==> config.mk <==
export PLATFORM = sky130hd
export DESIGN_NAME = pcss_top
export DESIGN_NICKNAME = d
export VERILOG_FILES = /design/src/rtl/pcss_pkg.sv /design/src/rtl/pcss_top.sv
export SDC_FILE = /design/constraint.sdc
export NUM_CORES = 1
export LEC_CHECK = 0
export ABC_CLOCK_PERIOD_IN_PS = 2200
export CAP_MARGIN = 5
export CELL_PAD_IN_SITES_DETAIL_PLACEMENT = 1
export CELL_PAD_IN_SITES_GLOBAL_PLACEMENT = 1
export CORE_MARGIN = 3
export CORE_UTILIZATION = 53
export CTS_CLUSTER_SIZE = 16
export DETAILED_ROUTE_END_ITERATION = 10
export DONT_BUFFER_PORTS = 1
export GPL_TIMING_DRIVEN = 0
export PLACE_DENSITY_LB_ADDON = 0.1
export SLEW_MARGIN = 15
export SYNTH_ARGS = -nofsm -noshare
export SYNTH_HDL_FRONTEND = slang
export SYNTH_SLANG_ARGS = --single-unit
==> constraint.sdc <==
create_clock -name hclk -period 2.2 [get_ports hclk]
set_input_delay 0.33 -clock hclk [delete_from_list [all_inputs] [get_ports hclk]]
set_output_delay 0.33 -clock hclk [all_outputs]
set_load 0.02 [all_outputs]
==> src/rtl/pcss_pkg.sv <==
// Shared constants and carrier types for the peripheral clock source select block
package pcss_pkg;
   localparam int PCSS_ADDR_W = 13;
   localparam logic [12:0] PCSS_OPT_OFFSET = 13'h1004;
   localparam logic [12:0] PCSS_PIN_OFFSET = 13'h100C;
   localparam logic [31:0] PCSS_OPT_RESET = 32'h0000_0000;
   localparam logic [31:0] PCSS_PIN_RESET = 32'h0000_0000;
   localparam logic [31:0] PCSS_OPT_WMASK = 32'h0F05_00F0;
   localparam logic [31:0] PCSS_PIN_WMASK = 32'h0600_0000;
   localparam int PCSS_SERIAL_LSB = 26;
   localparam int PCSS_TIMER_LSB = 24;
   localparam int PCSS_USB_BIT = 18;
   localparam int PCSS_LOOP_BIT = 16;
   localparam int PCSS_CLOCK_OUTPUT_PIN_LSB = 5;
   localparam int PCSS_RTCOUT_BIT = 4;
   localparam int PCSS_T2_BIT = 26;
   localparam int PCSS_T1_BIT = 25;
   localparam logic [1:0] PCSS_SRC_OFF = 2'h0;
   localparam logic [1:0] PCSS_SRC_LOOP = 2'h1;
   localparam logic [1:0] PCSS_SRC_OSC = 2'h2;
   localparam logic [1:0] PCSS_SRC_IRC = 2'h3;
   localparam logic [2:0] PCSS_OUT_BUS = 3'h2;
   localparam logic [2:0] PCSS_OUT_LPO = 3'h3;
   localparam logic [2:0] PCSS_OUT_IRC = 3'h4;
   localparam logic [2:0] PCSS_OUT_OSC = 3'h6;
   localparam int PCSS_SRC_W = 9;

   typedef struct packed {
      logic fll;
      logic pll;
      logic osc;
      logic irc;
      logic usb_in;
      logic low_power_oscillator;
      logic rtc_tick;
      logic tclk0;
      logic tclk1;
   } pcss_src_s;

   typedef struct packed {
      logic serial;
      logic timer;
      logic usb;
      logic clock_output_pin;
      logic rtcout;
      logic timer2;
      logic timer1;
      logic periph;
   } pcss_clk_s;
endpackage

==> src/rtl/pcss_top.sv <==
// Peripheral clock source select: AHB-Lite registers and sampled clock routing
// Notes on behaviour
// RULE_01: Bits 27-26 pick the serial port clock: off, loop clock, oscillator reference, internal reference.
// RULE_02: Bits 25-24 pick the timer counter clock with the same four-way encoding.
// RULE_03: Bit 18 picks the USB clock from the bypass pin or the loop clock.
// RULE_04: Bit 16 picks the loop clock: 0 the FLL output, 1 the PLL output divided by two.
// RULE_05: Bits 7-5 route bus, low-power, internal or oscillator clock to the output pin, other codes reserved.
// RULE_06: Bit 4 drives the RTC output pin from the 1 Hz tick when 0 and the oscillator reference when 1.
// RULE_07: Second register bit 26 picks external pin 0 or 1 for timer 2.
// RULE_08: Second register bit 25 is the external pin select for timer 1.
// RULE_09: Reserved bits of both registers are read-only and read as zero.
// RULE_10: For timer 1 a cleared select routes external pin 0 and a set one pin 1.
// RULE_11: Any loop-clock choice takes whatever the shared FLL/PLL select gives.
// RULE_12: USB select 0 takes the bypass pin and 1 the loop clock.
//
// The implementer's own choice: the AHB-Lite interface to the registers.
`timescale 1ns/100ps
`default_nettype none
module pcss_top
   import pcss_pkg::*;
(
   input wire logic hclk,
   input wire logic hresetn,
   input wire logic hsel,
   input wire logic [31:0] haddr,
   input wire logic [1:0] htrans,
   input wire logic hwrite,
   input wire logic [2:0] hsize,
   input wire logic hready,
   input wire logic [31:0] hwdata,
   output logic [31:0] hrdata,
   output logic hreadyout,
   output logic hresp,
   input wire pcss_src_s src_in,
   output pcss_clk_s clk_out
);

   logic [31:0] opt_reg;
   logic [31:0] pin_reg;
   logic wr_opt_q;
   logic wr_pin_q;
   logic [PCSS_SRC_W-1:0] sync_q1;
   logic [PCSS_SRC_W-1:0] sync_q2;
   logic pll_d;
   logic pll_half;
   logic bus_div;
   pcss_src_s s;
   logic periph_src;
   logic addr_ok;
   logic take_wr;
   logic take_rd;
   logic [1:0] ser_sel;
   logic [1:0] tim_sel;
   logic usb_sel;
   logic loop_sel;
   logic [2:0] out_sel;
   logic rtc_sel;
   logic t2_sel;
   logic t1_sel;
   logic [31:0] opt_view;
   logic [31:0] pin_view;

   // Four-way source pick shared by serial and timer selects
   function automatic logic src_pick(input logic [1:0] code, input pcss_src_s v, input logic loop);
      logic r;
      r = 1'b0;
      case (code)
         PCSS_SRC_OFF: r = 1'b0;
         PCSS_SRC_LOOP: r = loop;
         PCSS_SRC_OSC: r = v.osc;
         PCSS_SRC_IRC: r = v.irc;
         default: r = 1'b0;
      endcase
      return r;
   endfunction

   // Clock pins are foreign to hclk, so every one passes two flops
   genvar gi;
   generate
      for (gi = 0; gi < PCSS_SRC_W; gi++) begin : g_sync
         always_ff @(posedge hclk or negedge hresetn) begin
            if (!hresetn) begin
               sync_q1[gi] <= 1'b0;
               sync_q2[gi] <= 1'b0;
            end else begin
               sync_q1[gi] <= src_in[gi];
               sync_q2[gi] <= sync_q1[gi];
            end
         end
      end
   endgenerate

   assign s = sync_q2;

   assign ser_sel = opt_reg[PCSS_SERIAL_LSB+:2];
   assign tim_sel = opt_reg[PCSS_TIMER_LSB+:2];
   assign usb_sel = opt_reg[PCSS_USB_BIT];
   assign loop_sel = opt_reg[PCSS_LOOP_BIT];
   assign out_sel = opt_reg[PCSS_CLOCK_OUTPUT_PIN_LSB+:3];
   assign rtc_sel = opt_reg[PCSS_RTCOUT_BIT];
   assign t2_sel = pin_reg[PCSS_T2_BIT];
   assign t1_sel = pin_reg[PCSS_T1_BIT];

   // AHB-Lite address phase decode
   assign addr_ok = hsel && htrans[1] && hready;
   assign take_wr = addr_ok && hwrite;
   assign take_rd = addr_ok && !hwrite;

   always_ff @(posedge hclk or negedge hresetn) begin
      if (!hresetn) begin
         wr_opt_q <= 1'b0;
         wr_pin_q <= 1'b0;
      end else begin
         wr_opt_q <= take_wr && (haddr[PCSS_ADDR_W-1:0] == PCSS_OPT_OFFSET);
         wr_pin_q <= take_wr && (haddr[PCSS_ADDR_W-1:0] == PCSS_PIN_OFFSET);
      end
   end

   // Data phase write; only select fields are storable
   always_ff @(posedge hclk or negedge hresetn) begin
      if (!hresetn) begin
         opt_reg <= PCSS_OPT_RESET;
      end else if (wr_opt_q) begin
         opt_reg <= hwdata & PCSS_OPT_WMASK; // [RULE_09]
      end
   end

   always_ff @(posedge hclk or negedge hresetn) begin
      if (!hresetn) begin
         pin_reg <= PCSS_PIN_RESET;
      end else if (wr_pin_q) begin
         pin_reg <= hwdata & PCSS_PIN_WMASK; // [RULE_09]
      end
   end

   // Forward a pending write so a back-to-back read sees the new value
   assign opt_view = wr_opt_q ? (hwdata & PCSS_OPT_WMASK) : opt_reg;
   assign pin_view = wr_pin_q ? (hwdata & PCSS_PIN_WMASK) : pin_reg;

   // Zero wait states; read data launched from the address phase
   always_ff @(posedge hclk or negedge hresetn) begin
      if (!hresetn) begin
         hrdata <= 32'h0000_0000;
         hreadyout <= 1'b1;
         hresp <= 1'b0;
      end else begin
         hreadyout <= 1'b1;
         hresp <= 1'b0;
         if (take_rd && (haddr[PCSS_ADDR_W-1:0] == PCSS_OPT_OFFSET)) begin
            hrdata <= opt_view;
         end else if (take_rd && (haddr[PCSS_ADDR_W-1:0] == PCSS_PIN_OFFSET)) begin
            hrdata <= pin_view;
         end else begin
            hrdata <= 32'h0000_0000;
         end
      end
   end

   // Halved PLL toggles on each rising edge of the sampled PLL
   always_ff @(posedge hclk or negedge hresetn) begin
      if (!hresetn) begin
         pll_d <= 1'b0;
         pll_half <= 1'b0;
      end else begin
         pll_d <= s.pll;
         if (s.pll && !pll_d) begin
            pll_half <= !pll_half; // [RULE_04]
         end
      end
   end

   // Bus clock stand-in at half hclk, since hclk itself cannot leave a flop
   always_ff @(posedge hclk or negedge hresetn) begin
      if (!hresetn) begin
         bus_div <= 1'b0;
      end else begin
         bus_div <= !bus_div;
      end
   end

   assign periph_src = loop_sel ? pll_half : s.fll; // [RULE_04] [RULE_11]

   always_ff @(posedge hclk or negedge hresetn) begin
      if (!hresetn) begin
         clk_out <= '0;
      end else begin
         clk_out.periph <= periph_src; // [RULE_04]
         clk_out.serial <= src_pick(ser_sel, s, periph_src); // [RULE_01] [RULE_11]
         clk_out.timer <= src_pick(tim_sel, s, periph_src); // [RULE_02] [RULE_11]
         clk_out.usb <= usb_sel ? periph_src : s.usb_in; // [RULE_03] [RULE_12]
         clk_out.rtcout <= rtc_sel ? s.osc : s.rtc_tick; // [RULE_06]
         clk_out.timer2 <= t2_sel ? s.tclk1 : s.tclk0; // [RULE_07]
         clk_out.timer1 <= t1_sel ? s.tclk1 : s.tclk0; // [RULE_08] [RULE_10]
         case (out_sel) // [RULE_05]
            PCSS_OUT_BUS: clk_out.clock_output_pin <= bus_div;
            PCSS_OUT_LPO: clk_out.clock_output_pin <= s.low_power_oscillator;
            PCSS_OUT_IRC: clk_out.clock_output_pin <= s.irc;
            PCSS_OUT_OSC: clk_out.clock_output_pin <= s.osc;
            default: clk_out.clock_output_pin <= 1'b0;
         endcase
      end
   end
endmodule
`default_nettype wire

==> results.toml <==
[outcome]
status = "finished with violations"
violations_in_the_final_reports = "negative hold slack"

[timing]
final-hold-violation-count = 127
max_clock_freq_ghz = 0.660
setup_failing_eps_final = 0
timing.max_slew.rel_slack_pct = 46.9
min_period_ns = 1.52
tightest_slew_ns = 0.793
timing_max_transition_violations_final = 0
holdWs_ns = -0.490
finClkSkew_ns = 0.00928
fin_setup_tns_ns = 0
period_share_pct = 68.9
rsz0062_at_grt = "false"

[power_and_ir_drop]
cellPowerDensity_nw_per_um2 = 977
ir_drop_v = 0.000616
p_leak_nw = 2.64
design_power_total_w = 0.00524

[global_route]
grt-busiest-layer = "met2"
grt_remaining_overflow = 0
global_route.usage.met2_pct = 38.5
first_global_vias = 2869
grt_max_degree = 128
global_route.usage.total_pct = 21.9
grt_pass1_wl_um = 15800
grt_antenna_before_repair = 0
globalRouteMet1Util_pct = 25.4
groute.layer.met3.usage_pct = 6.68

[floorplan]
core-area_um2 = 7930
rows = 32
chipWidth_um = 97.6
pin_count = 125
design.die.area_um2 = 9520
die_h_um = 97.6
starting_density_of_the_core_pct = 56.0

[synthesis]
yosysUniqueCellTypes = 30
yosysSeqAreaShare_pct = 71.5
avgSynthCellArea_um2 = 14.5
mappedNetlistNets = 390
netlist_instances = 307
synth.cell_area_um2 = 4440
synth.ff_latch_count = 127
ys_warn_count = 0

[critical_path]
setup.worst_path.class = "flip-flop to flip-flop"
arrival_ns = 1.90
peak_fanout_along_the_critical_path = 10
worstSetupStartpointType = "flip-flop"
critical_path.reg2reg.startpoint = "wr_opt_q"
worstSetupEndpointType = "flip-flop"
worst_setup_path_startpoint = "wr_opt_q"
worst-endpoint-required_ns = 2.59

[clocking]
htree_levels = 4
clk_transition_reported_paths_ns = 0.06
hold_buf_cts = 20
cts_setup_buffers = 0
cts_root_buf = "sky130_fd_sc_hd__clkbuf_8"
clk_path_buf_depth = 2
cts-buffers-inserted = 17
cts_sinks = 127
clk-insertion-delay-late_ns = 0.51
cts_tree = "built"
cts-resized-gates = 0

[drt]
routedWlPerCell_um = 20.9
firstDrtPassIters = 4
ant_nets = 0
vias = 2471
wirelength_um = 9650
detail_route.vias_per_cell = 5.35
drc_markers = 0
initialDrtViolationCount = 102

[finish]
layout.cells.most_common = "sky130_fd_sc_hd__dfrtp_1"
syn2layout_area_growth_pct = 20.8
n_fill_cell = 721
share_of_final_layout_standard_cells_stronger_than_drive_strength_1_pct = 18.1
finish.net_count = 429
sequential_cell_area_um2 = 3180
layout_common_cells = "127 x sky130_fd_sc_hd__dfrtp_1, 51 x sky130_fd_sc_hd__nor2b_1, 35 x sky130_fd_sc_hd__nor2_1"
layoutNonFillerInstCount = 462
fin_util_pct = 67.7
footprint_of_the_multi_input_gates_um2 = 1180

[placement]
hpwl_um = 5370
gp_routability_congestion = 0.702
dp.cells = 409
placement.io_buffers = 0

[worst_hold_path]
worst_hold_path_type = "input port to async pin"

[flow_run]
max-cap-violations = 0
report_power, final:
part | internal [W] | total (W) | switching (W)
Combinational | 0.0000538 | 0.0000938 | 0.0000400
Sequential | 0.00237 | 0.00239 | 0.0000238
Clock | 0.00169 | 0.00276 | 0.00107
Total | 0.00412 | 0.00524 | 0.00113
routing by layer:
metal | vias up | part of all wire [%]
met2 | 63 | 55
met4 | 0 | 1.2
li1 | 1088 | -
met3 | 10 | 3.9
met5 | - | 0
met1 | 1310 | 40
worst paths after layout:
path	end	slack (ns)	cells past startpoint
max in group asynchronous	pin_reg[23]	2.52	0
worst min register to register	s[7]	0.35	0
min in group hclk	wr_pin_q	0.01	3
worst max-delay path	hrdata[7]	0.68	4
worst min-delay path	clk_out[0]	-0.49	0
worst max register to register	hrdata[7]	0.68	4
synth_stat cells (all sizes together):
cell type | number | area (um^2)
nor4b | 2 | 38.8
nor3b | 1 | 7.51
mux2i | 22 | 220
nor2 | 35 | 131
conb | 2 | 7.51
dfrtp | 127 | 3180
and2b | 2 | 15.0
a22oi | 10 | 75.1
nor3 | 1 | 5.00
clkbuf | 6 | 23.8
nand4 | 2 | 25.0
a21oi | 1 | 5.00
o21bai | 1 | 7.51
a211oi | 1 | 7.51
o21ai | 2 | 10.0
mux2 | 19 | 214
nand2b | 2 | 12.5
nand3 | 2 | 10.0
buf | 8 | 60.1
xnor2 | 1 | 8.76
inv | 1 | 3.75
nor4 | 1 | 21.3
nand2 | 5 | 18.8
nand3b | 1 | 7.51
and4b | 1 | 10.0
nor2b | 51 | 319
layout make-up:
class,count,area share [%]
flip-flops and latches,127,59.2
multi-input cells,165,21.9
clock buffers,19,8.23
repair buffers,20,3.73
clock inverters,13,2.80
well taps,102,2.38
plain buffers,14,1.56
inverters,1,0.0700
diodes,1,0.0466
logic make-up after synthesis:
family / synth area share (%)
XOR/XNOR: 0.197
AO/OA/AOI/OAI: 2.37
other: 0.169
AND/OR/NAND/NOR: 14.0
buffers and inverters: 1.97
flip-flops: 71.5
multiplexers: 9.77
critical path, cell delays in order, from the launching register on:
cell                      delay [ns]
sky130_fd_sc_hd__dfrtp_1        0.48
sky130_fd_sc_hd__buf_4          0.26
sky130_fd_sc_hd__mux2_2         0.38
sky130_fd_sc_hd__a22oi_1        0.21
sky130_fd_sc_hd__nor2_1         0.07
per-stage QoR:
stage,setup WS [ns],cell area [um^2]
floorplan,0.985,4440
CTS,0.665,5360
global route,0.605,5360
finish,0.684,5370
detailed placement,0.632,4570
global placement,0.705,4570
No activity file was read; power rests on OpenSTA's default activity.
